### src/pkg/flash_cfg_pkg.sv
package flash_cfg_pkg;

    // ------------------------------------------------------------------
    // Command codes
    // ------------------------------------------------------------------
    localparam logic [7:0] CMD_CLEAR_STATUS = 8'h50;
    localparam logic [7:0] CMD_CFG_SETUP    = 8'h60;
    localparam logic [7:0] CMD_CFG_CONFIRM  = 8'h03;
    localparam logic [7:0] CMD_READ_STATUS  = 8'h70;
    localparam logic [7:0] CMD_READ_IDENT   = 8'h90;
    localparam logic [7:0] CMD_READ_ARRAY   = 8'hFF;

    // ------------------------------------------------------------------
    // Read configuration word
    // ------------------------------------------------------------------
    localparam logic [15:0] CFG_RESET       = 16'hBFCF;
    localparam logic [15:0] CFG_OFFSET      = 16'h0005;
    localparam int          CFG_TIMING_BIT  = 15;
    localparam int          CFG_DELAY_HI    = 13;
    localparam int          CFG_DELAY_LO    = 11;
    localparam int          CFG_STALL_POL   = 10;
    localparam int          CFG_HOLD_BIT    = 9;
    localparam int          CFG_EARLY_BIT   = 8;
    localparam int          CFG_ORDER_BIT   = 7;
    localparam int          CFG_EDGE_BIT    = 6;
    localparam int          CFG_NOWRAP_BIT  = 3;
    localparam int          CFG_SIZE_HI     = 2;
    localparam logic [2:0]  SIZE_4          = 3'h1;
    localparam logic [2:0]  SIZE_8          = 3'h2;
    localparam logic [2:0]  SIZE_16         = 3'h3;
    localparam logic [16:0] MASK_4          = 17'h0_0003;
    localparam logic [16:0] MASK_8          = 17'h0_0007;
    localparam logic [16:0] MASK_16         = 17'h0_000F;
    localparam logic [2:0]  DELAY_MIN       = 3'h2;

    // ------------------------------------------------------------------
    // Status word
    // ------------------------------------------------------------------
    localparam int          ST_READY_BIT    = 7;
    localparam int          ST_ESUSP_BIT    = 6;
    localparam int          ST_ERASE_BIT    = 5;
    localparam int          ST_PROG_BIT     = 4;
    localparam int          ST_SUPPLY_BIT   = 3;
    localparam int          ST_PSUSP_BIT    = 2;
    localparam int          ST_LOCK_BIT     = 1;
    localparam logic [7:0]  STICKY_MASK     = 8'h3A;
    localparam logic [7:0]  SEQ_ERR_BITS    = 8'h30;

    // Identifier answer for offsets other than the configuration word
    localparam logic [15:0] IDENT_FILL      = 16'h0000;

    typedef enum logic [1:0] {
        RD_ARRAY,
        RD_STATUS,
        RD_IDENT
    } read_mode_e;

    typedef enum logic [1:0] {
        B_IDLE,
        B_DELAY,
        B_DATA
    } burst_state_e;

endpackage

### src/hdl/flash_read_config_status.sv
`timescale 1ns/100ps
// Contract
// - Clear-status command clears sticky bits 5,4,3,1, supply bit included; bits 7,6,2 stay live.
// - Engine sets and clears bits 7,6,2; sets only sticky error bits 5,4,3,1.
// - Device reset clears the sticky error bits 5,4,3,1; bits 7,6,2 stay live.
// - In identifier mode, word offset 5 reads back the configuration word.
// - Bit 15: 1 asynchronous page reads (default), 0 synchronous burst reads.
// - Burst waits delay-code clocks after address strobe before first word; code 0 waits one clock.
// - Bit 10 sets stall indicator polarity: 0 low, 1 high active.
// - Bit 9 sets data hold: 0 one clock, 1 two clocks.
// - Bit 8: 0 stall released with data, 1 one data cycle earlier.
// - Bit 6 selects burst clock edge: 0 falling, 1 rising.
// - Bit 3: 0 wraps within burst length, 1 runs on.
// - Bits 2:0 burst size: 001 four, 010 eight, 011 sixteen, 111 continuous.
// - Byte-address packages take the word from address bits 16:1.
// - Setup then confirm with value on address; else flag bits 5 and 4.
module flash_read_config_status (
    // Clock and reset
    input  wire logic        clk,
    input  wire logic        rst_n,
    // Flash bus pins
    input  wire logic        chip_enable_n,
    input  wire logic        output_enable_n,
    input  wire logic        write_enable_n,
    input  wire logic        address_valid_strobe_n,
    input  wire logic        burst_clk,
    input  wire logic [16:0] addr,
    input  wire logic [15:0] dq_in,
    output logic      [15:0] dq_out,
    output logic             dq_oe,
    output logic             stall_out,
    // Package strap
    input  wire logic        byte_address_package,
    // Array side
    output logic      [16:0] array_addr,
    input  wire logic [15:0] array_data,
    // Internal program engine
    input  wire logic        engine_busy,
    input  wire logic        erase_suspended,
    input  wire logic        program_suspended,
    input  wire logic [7:0]  engine_error_set,
    // Observation
    output logic      [15:0] read_configuration_word,
    output logic      [7:0]  flash_state_word
);

    typedef struct packed {
        logic [1:0]                   ce_s;
        logic [1:0]                   oe_s;
        logic [1:0]                   we_s;
        logic [1:0]                   strobe_s;
        logic [1:0]                   bclk_s;
        logic [16:0]                  addr_m;
        logic [16:0]                  addr_s;
        logic [7:0]                   cmd_m;
        logic [7:0]                   cmd_s;
        logic                         we_p;
        logic                         strobe_p;
        logic                         bclk_p;
        logic [1:0]                   strap_s;
        logic                         byte_pkg;
        logic [15:0]                  cfg;
        logic [7:0]                   sticky;
        logic                         setup_pending;
        flash_cfg_pkg::read_mode_e    mode;
        flash_cfg_pkg::burst_state_e  bst;
        logic [2:0]                   delay_cnt;
        logic                         hold_cnt;
        logic [16:0]                  baddr;
        logic [15:0]                  dq;
        logic                         dq_oe;
        logic                         stall_act;
    } state_s;

    state_s q;
    state_s d;

    // ------------------------------------------------------------------
    // Helpers
    // ------------------------------------------------------------------
    function automatic logic [15:0] word_offset(input logic [16:0] a, input logic byte_pkg);
        word_offset = byte_pkg ? a[16:1] : a[15:0];
    endfunction

    function automatic logic [16:0] next_addr(input logic [16:0] a, input logic [15:0] c);
        logic [16:0] m;
        m = 17'h0_0000;
        case (c[flash_cfg_pkg::CFG_SIZE_HI:0])
            flash_cfg_pkg::SIZE_4:  m = flash_cfg_pkg::MASK_4;
            flash_cfg_pkg::SIZE_8:  m = flash_cfg_pkg::MASK_8;
            flash_cfg_pkg::SIZE_16: m = flash_cfg_pkg::MASK_16;
            default:                m = 17'h0_0000;
        endcase
        // Only linear order is implemented
        if (c[flash_cfg_pkg::CFG_NOWRAP_BIT] || m == 17'h0_0000) begin
            next_addr = a + 17'h0_0001;
        end else begin
            next_addr = (a & ~m) | ((a + 17'h0_0001) & m);
        end
    endfunction

    logic        we_rise;
    logic        strobe_rise;
    logic        bedge;
    logic [2:0]  delay_code;
    logic        hold_two;
    logic [7:0]  live_status;
    logic [15:0] cfg_value;

    // ------------------------------------------------------------------
    // Next state
    // ------------------------------------------------------------------
    always_comb begin
        d = q;
        d.ce_s   = {q.ce_s[0], chip_enable_n};
        d.oe_s   = {q.oe_s[0], output_enable_n};
        d.we_s   = {q.we_s[0], write_enable_n};
        d.strobe_s = {q.strobe_s[0], address_valid_strobe_n};
        d.bclk_s = {q.bclk_s[0], burst_clk};
        d.addr_m = addr;
        d.addr_s = q.addr_m;
        d.cmd_m  = dq_in[7:0];
        d.cmd_s  = q.cmd_m;
        d.we_p   = q.we_s[1];
        d.strobe_p = q.strobe_s[1];
        d.bclk_p = q.bclk_s[1];

        we_rise  = q.we_s[1] && !q.we_p && !q.ce_s[1];
        strobe_rise = q.strobe_s[1] && !q.strobe_p;
        bedge    = q.cfg[flash_cfg_pkg::CFG_EDGE_BIT] ?
                   (q.bclk_s[1] && !q.bclk_p) : (!q.bclk_s[1] && q.bclk_p);
        delay_code = q.cfg[flash_cfg_pkg::CFG_DELAY_HI:flash_cfg_pkg::CFG_DELAY_LO];
        hold_two   = q.cfg[flash_cfg_pkg::CFG_HOLD_BIT];
        cfg_value  = word_offset(q.addr_s, q.byte_pkg);

        // Package strap is a pin: three flip-flops before any use
        d.strap_s  = {q.strap_s[0], byte_address_package};
        d.byte_pkg = q.strap_s[1];

        // Command interface
        if (we_rise) begin
            if (q.setup_pending) begin
                d.setup_pending = 1'b0;
                d.mode          = flash_cfg_pkg::RD_ARRAY;
                if (q.cmd_s == flash_cfg_pkg::CMD_CFG_CONFIRM) begin
                    d.cfg = cfg_value;
                end else begin
                    d.sticky = q.sticky | flash_cfg_pkg::SEQ_ERR_BITS;
                    d.mode   = flash_cfg_pkg::RD_STATUS;
                end
            end else begin
                case (q.cmd_s)
                    flash_cfg_pkg::CMD_CLEAR_STATUS: d.sticky = 8'h00;
                    flash_cfg_pkg::CMD_CFG_SETUP:    d.setup_pending = 1'b1;
                    flash_cfg_pkg::CMD_READ_STATUS:  d.mode = flash_cfg_pkg::RD_STATUS;
                    flash_cfg_pkg::CMD_READ_IDENT:   d.mode = flash_cfg_pkg::RD_IDENT;
                    flash_cfg_pkg::CMD_READ_ARRAY:   d.mode = flash_cfg_pkg::RD_ARRAY;
                    default:                         d.mode = q.mode;
                endcase
            end
        end

        // Engine error events win over a clear in the same cycle
        d.sticky = d.sticky | (engine_error_set & flash_cfg_pkg::STICKY_MASK);

        // Burst sequencer, only in synchronous mode
        d.stall_act = 1'b0;
        case (q.bst)
            flash_cfg_pkg::B_IDLE: begin
                if (strobe_rise && !q.ce_s[1] &&
                    !q.cfg[flash_cfg_pkg::CFG_TIMING_BIT]) begin
                    d.bst       = flash_cfg_pkg::B_DELAY;
                    d.delay_cnt = 3'h0;
                    d.baddr     = q.addr_s;
                    d.stall_act = 1'b1;
                end
            end
            flash_cfg_pkg::B_DELAY: begin
                d.stall_act = 1'b1;
                if (bedge) begin
                    d.delay_cnt = q.delay_cnt + 3'h1;
                    if (q.delay_cnt + 3'h1 >= delay_code ||
                        delay_code < flash_cfg_pkg::DELAY_MIN) begin
                        d.bst       = flash_cfg_pkg::B_DATA;
                        d.hold_cnt  = 1'b0;
                        d.dq        = array_data;
                        // Array address runs one word ahead of the word shown
                        d.baddr     = next_addr(q.baddr, q.cfg);
                        d.stall_act = 1'b0;
                    end else if (q.cfg[flash_cfg_pkg::CFG_EARLY_BIT] &&
                                 q.delay_cnt + 3'h2 >= delay_code) begin
                        d.stall_act = 1'b0;
                    end
                end else if (q.cfg[flash_cfg_pkg::CFG_EARLY_BIT] &&
                             q.delay_cnt + 3'h1 >= delay_code) begin
                    d.stall_act = 1'b0;
                end
            end
            flash_cfg_pkg::B_DATA: begin
                if (bedge) begin
                    if (hold_two && !q.hold_cnt) begin
                        d.hold_cnt = 1'b1;
                    end else begin
                        d.hold_cnt = 1'b0;
                        d.baddr    = next_addr(q.baddr, q.cfg);
                        d.dq       = array_data;
                    end
                end
            end
            default: d.bst = flash_cfg_pkg::B_IDLE;
        endcase
        if (q.ce_s[1]) begin
            d.bst = flash_cfg_pkg::B_IDLE;
        end

        // Asynchronous reads
        live_status = {!engine_busy, erase_suspended, 3'b000, program_suspended, 2'b00}
                      | q.sticky;
        // A burst word stands until the sequencer replaces it
        if (d.bst != flash_cfg_pkg::B_DATA) begin
            case (q.mode)
                flash_cfg_pkg::RD_STATUS: d.dq = {8'h00, live_status};
                flash_cfg_pkg::RD_IDENT:  d.dq = (word_offset(q.addr_s, q.byte_pkg) ==
                                                  flash_cfg_pkg::CFG_OFFSET) ?
                                                 q.cfg : flash_cfg_pkg::IDENT_FILL;
                default:                  d.dq = array_data;
            endcase
        end
        d.dq_oe = !q.ce_s[1] && !q.oe_s[1];
    end

    // ------------------------------------------------------------------
    // State register
    // ------------------------------------------------------------------
    always_ff @(posedge clk or negedge rst_n) begin
        if (!rst_n) begin
            q        <= '0;
            q.ce_s   <= 2'b11;
            q.oe_s   <= 2'b11;
            q.we_s   <= 2'b11;
            q.strobe_s <= 2'b11;
            q.we_p   <= 1'b1;
            q.strobe_p <= 1'b1;
            q.cfg    <= flash_cfg_pkg::CFG_RESET;
            q.mode   <= flash_cfg_pkg::RD_ARRAY;
            q.bst    <= flash_cfg_pkg::B_IDLE;
        end else begin
            q <= d;
        end
    end

    // ------------------------------------------------------------------
    // Outputs
    // ------------------------------------------------------------------
    assign dq_out                  = q.dq;
    assign dq_oe                   = q.dq_oe;
    assign stall_out               = q.cfg[flash_cfg_pkg::CFG_STALL_POL] ?
                                     q.stall_act : !q.stall_act;
    assign array_addr              = (q.bst == flash_cfg_pkg::B_IDLE) ? q.addr_s : q.baddr;
    assign read_configuration_word = q.cfg;
    assign flash_state_word        = {!engine_busy, erase_suspended, 3'b000,
                                      program_suspended, 2'b00} | q.sticky;

endmodule

### config.mk
export PLATFORM = sky130hd
export DESIGN_NAME = flash_read_config_status
export DESIGN_NICKNAME = d
export VERILOG_FILES = /design/src/pkg/flash_cfg_pkg.sv /design/src/hdl/flash_read_config_status.sv
export SDC_FILE = /design/constraint.sdc
export NUM_CORES = 1
export LEC_CHECK = 0
export BUFFER_PORTS_ARGS = -buffer_cell sky130_fd_sc_hd__buf_2
export CORE_ASPECT_RATIO = 0.75
export CORE_MARGIN = 2
export CORE_UTILIZATION = 40
export DETAILED_ROUTE_END_ITERATION = 8
export GPL_TIMING_DRIVEN = 0
export PLACE_DENSITY_LB_ADDON = 0.25
export SETUP_SLACK_MARGIN = 0.05
export SLEW_MARGIN = 25
export SYNTH_ARGS = -nofsm -noshare
export SYNTH_HDL_FRONTEND = slang
export SYNTH_SLANG_ARGS = --single-unit
### constraint.sdc
create_clock -name clk -period 3 [get_ports clk]
set_input_delay 0.3 -clock clk [delete_from_list [all_inputs] [get_ports clk]]
set_output_delay 0.3 -clock clk [all_outputs]
set_load 0.1 [all_outputs]
==> run_results.csv <==
group,metric,value,unit
worst_setup_path,r2r_start,"q[37]$_DFFE_PN0P_",
routing,wl,15600,um
floorplanning,dieArea,17000,sq um
hold_path,hold_path_depth,2,
worst_setup_path,crit_arrival,3130,ps
timing,setup_tns,0,ps
pwr,p_total,5.84,mW
clock_tree,clk_path_buf_depth,2,
final_layout,layout-drive-gt1-share,0.364,
final_layout,fill_cells,1381,
synth,ys_types,61,
synth,syn_area,6390,sq um
worst_setup_path,path_common_cell,"ha_1",
status,status,"completed",
synth,yosys.area.top_type,"dfrtp_1",
run,max-cap-violations,0,
pwr,p_leak,3.71,nW
final_layout,multiInputGateArea,2570,sq um
clock_tree,clock_latency,420,ps
floorplanning,row_count,39,
synth,yosysMostFrequentCell,"dfrtp_1",
routing,firstDrtPassIters,5,
timing,fmax,0.351,GHz
floorplanning,core,15400,sq um
synth,synth_edf_count,0,
worst_setup_path,r2r-end,"dq_out[7]$_DFFE_PN0P_",
timing,setup_slack,152,ps
pwr,cellPowerDensity,711,nW/um^2
worst_setup_path,cp.buffers_inverters,2,
placement,pre_cts_ws,-161,ps
worst_setup_path,end_kind,"register",
final_layout,syn_to_final_growth,28.5,%
timing,rsz0062_at_grt,"no",
clock_tree,clkTransAtPathRegs,60,ps
pwr,vdd_ir_drop_max,0.000541,V
floorplanning,die_y,113,um
placement,gp_congestion,0.847,
global_routing,grt.total_usage,0.193,
worst_setup_path,cp-startpoint,"q[37]$_DFFE_PN0P_",
worst_setup_path,worstRegToRegCells,10,
worst_setup_path,crit_path_end,"dq_out[7]$_DFFE_PN0P_",
worst_setup_path,critPathLaunchType,"register",
synth,synthesis.nets,633,
clock_tree,htree_levels,4,
worst_setup_path,slowest_delay,440,ps
routing,via_per_inst,5.22,
floorplanning,die_w,150,um
clock_tree,cts.sinks,130,
timing,skew,7.17,ps
timing,min_period,2850,ps
global_routing,antenna_found_initial,0,
hold_path,hold_class,"in -> reg",
global_routing,grt_first_pass_wirelength,25500,um
routing,vias,4877,
placement,portBuffers,113,
worst_setup_path,crit_cells,10,
routing,drc_errors,0,
worst_setup_path,path_max_fanout,10,
worst_setup_path,cp_cell_sequence,"ha_1, xor2_1, ha_1, a21o_1, a311oi_4, nor3_1, o221a_2, buf_2, buf_6, mux2i_1",
global_routing,grt_start_max_net_pins,97,
global_routing,grt_overflow,0,
synth,seq_area_frac_synth,0.514,
timing,maxSlewHeadroom,0.386,
global_routing,grt_pass1_vias,4940,
timing,period_share,0.949,
synth,synth.top_cell.area_share,0.419,
routing,wl_per_cell,16.7,um
synth,synthTopCellsByCount,"dfrtp_1, mux2i_1, buf_4, nand2_1, inv_1",
floorplanning,start_util,0.414,
routing,ant_nets,0,
final_layout,final_nets,800,
routing,drtIter0Drc,265,
clock_tree,cts_tree,"built",
synth,synth_area_leaders,"dfrtp_1, dfstp_2, mux2i_1",
timing,final_max_slew_viol_count,0,
placement,hpwl,11200,um
timing,tightest_slew,915,ps
worst_setup_path,critPathKind,"reg -> reg",
timing,setup_viol,0,
synth,syn-instance-count,549,
synth,synth_flop_cell,"dfrtp_1",
floorplanning,ioPinCount,127,
worst_setup_path,ff2ff_setup_slack,150,ps
final_layout,ff_latch_area,3280,sq um
synth,synth_async_sr_flop_share,1.00,
synth,synth_seq_cells,130,
clock_tree,cts_root_buffer,"clkbuf_16",
timing,hold_violations,0,
worst_setup_path,cp_slowest_cell,"dfrtp_1",
clock_tree,numCtsBuffers,17,
worst_setup_path,cp.required,3280,ps
final_layout,post-route-util,0.532,
worst_setup_path,crit_family,"compound AO/OA/AOI/OAI gates",
synth,synth.avg_cell_area,11.6,sq um
final_layout,diodes,0,
synth,synth_warnings,0,
==> state kept, by name, summed over array words and instances, names as in the netlist <==
signal                   count
q                           62
dq_oe                        1
dq_out                      16
d                           35
read_configuration_word     16
==> area by class of cell <==
type                            count  share of cell area
Clock buffer                       19              0.0540
Tap cell                          205              0.0312
Timing Repair Buffer              149               0.116
Clock inverter                     13              0.0187
Multi-Input combinational cell    326               0.313
Buffer                             63              0.0549
Inverter                           29              0.0133
Sequential cell                   130               0.400
==> how the worst min path moves through the flow <==
stage	from	to	slack (ps)
2_1_floorplan	rst_n	d[100]$_DFF_PN0_	4
3_3_place_gp	d[74]$_DFF_PN0_	q[74]$_DFF_PN0_	330
3_5_place_dp	rst_n	dq_out[12]$_DFFE_PN0P_	190
4_1_cts	engine_error_set[1]	q[45]$_DFF_PN0_	50
5_1_grt	engine_error_set[1]	q[45]$_DFF_PN0_	60
6_report	engine_error_set[1]	q[45]$_DFF_PN0_	60
==> worst reg2reg max path: cells and delay by family, from the launching register on <==
| kind | cells | cell delay (ps) |
|---|---|---|
| AO/OA/AOI/OAI | 3 | 880 |
| XOR/XNOR | 1 | 170 |
| adder cells (fa/ha/maj) | 2 | 580 |
| buffers and inverters | 2 | 390 |
| flip-flops | 1 | 440 |
| multiplexers | 1 | 140 |
| AND/OR/NAND/NOR | 1 | 140 |
==> layer usage <==
layer / track usage / wire (um) / up-vias
met4: 0.0478 / 173 / 0
met5: 0 / 0 / -
li1: - / - / 2296
met3: 0.0484 / 757 / 12
met1: 0.270 / 7310 / 2440
met2: 0.305 / 7400 / 129
==> cell families (layout without fill, tap and decap cells) <==
family | count (synthesis) | count (layout) | synth area share
flip-flops | 130 | 130 | 0.514
AO/OA/AOI/OAI | 128 | 128 | 0.167
AND/OR/NAND/NOR | 113 | 113 | 0.0915
buffers and inverters | 93 | 273 | 0.0873
multiplexers | 64 | 64 | 0.103
adder cells (fa/ha/maj) | 16 | 16 | 0.0313
XOR/XNOR | 4 | 4 | 0.00548
other | 1 | 1 | 0.000587
==> per-stage QoR <==
stage | cell area (sq um) | hold WS [ps] | std cells
after CTS | 8180 | 51.0 | 932
after detailed placement | 7250 | 190 | 868
final | 8210 | 63.3 | 934
after global routing | 8210 | 62.3 | 934
after floorplan | 6390 | 4.41 | 549
after global placement | 7210 | 334 | 867
==> repair_timing <==
| item | CTS | global route |
|---|---|---|
| setup buffers | 0 | 3 |
| setup endpoints to repair | 37 | 37 |
| hold buffers | 32 | 0 |
| endpoints found under the hold margin | 62 | 0 |
| pin swaps | 1 | 4 |
| resized for setup | 3 | 4 |
| cloned | 0 | 0 |
==> cell usage in the layout, fill, tap and decap left out, drive strengths merged, types with 19 or more instances in the layout <==
| cell | instances |
|---|---|
| buf | 172 |
| inv | 32 |
| a22o | 19 |
| mux2i | 48 |
| clkbuf | 27 |
| dfrtp | 107 |
| o21ai | 30 |
| nand2 | 38 |
| dfstp | 23 |
| dlygate4sd3 | 32 |
==> report_power, final <==
group          internal, mW  switching, mW  total, mW
clock                  1.26          0.816       2.08
combinational         0.491           1.10       1.59
sequential             1.96          0.214       2.17
total                  3.71           2.13       5.84
No activity file was read; power rests on OpenSTA's default activity.
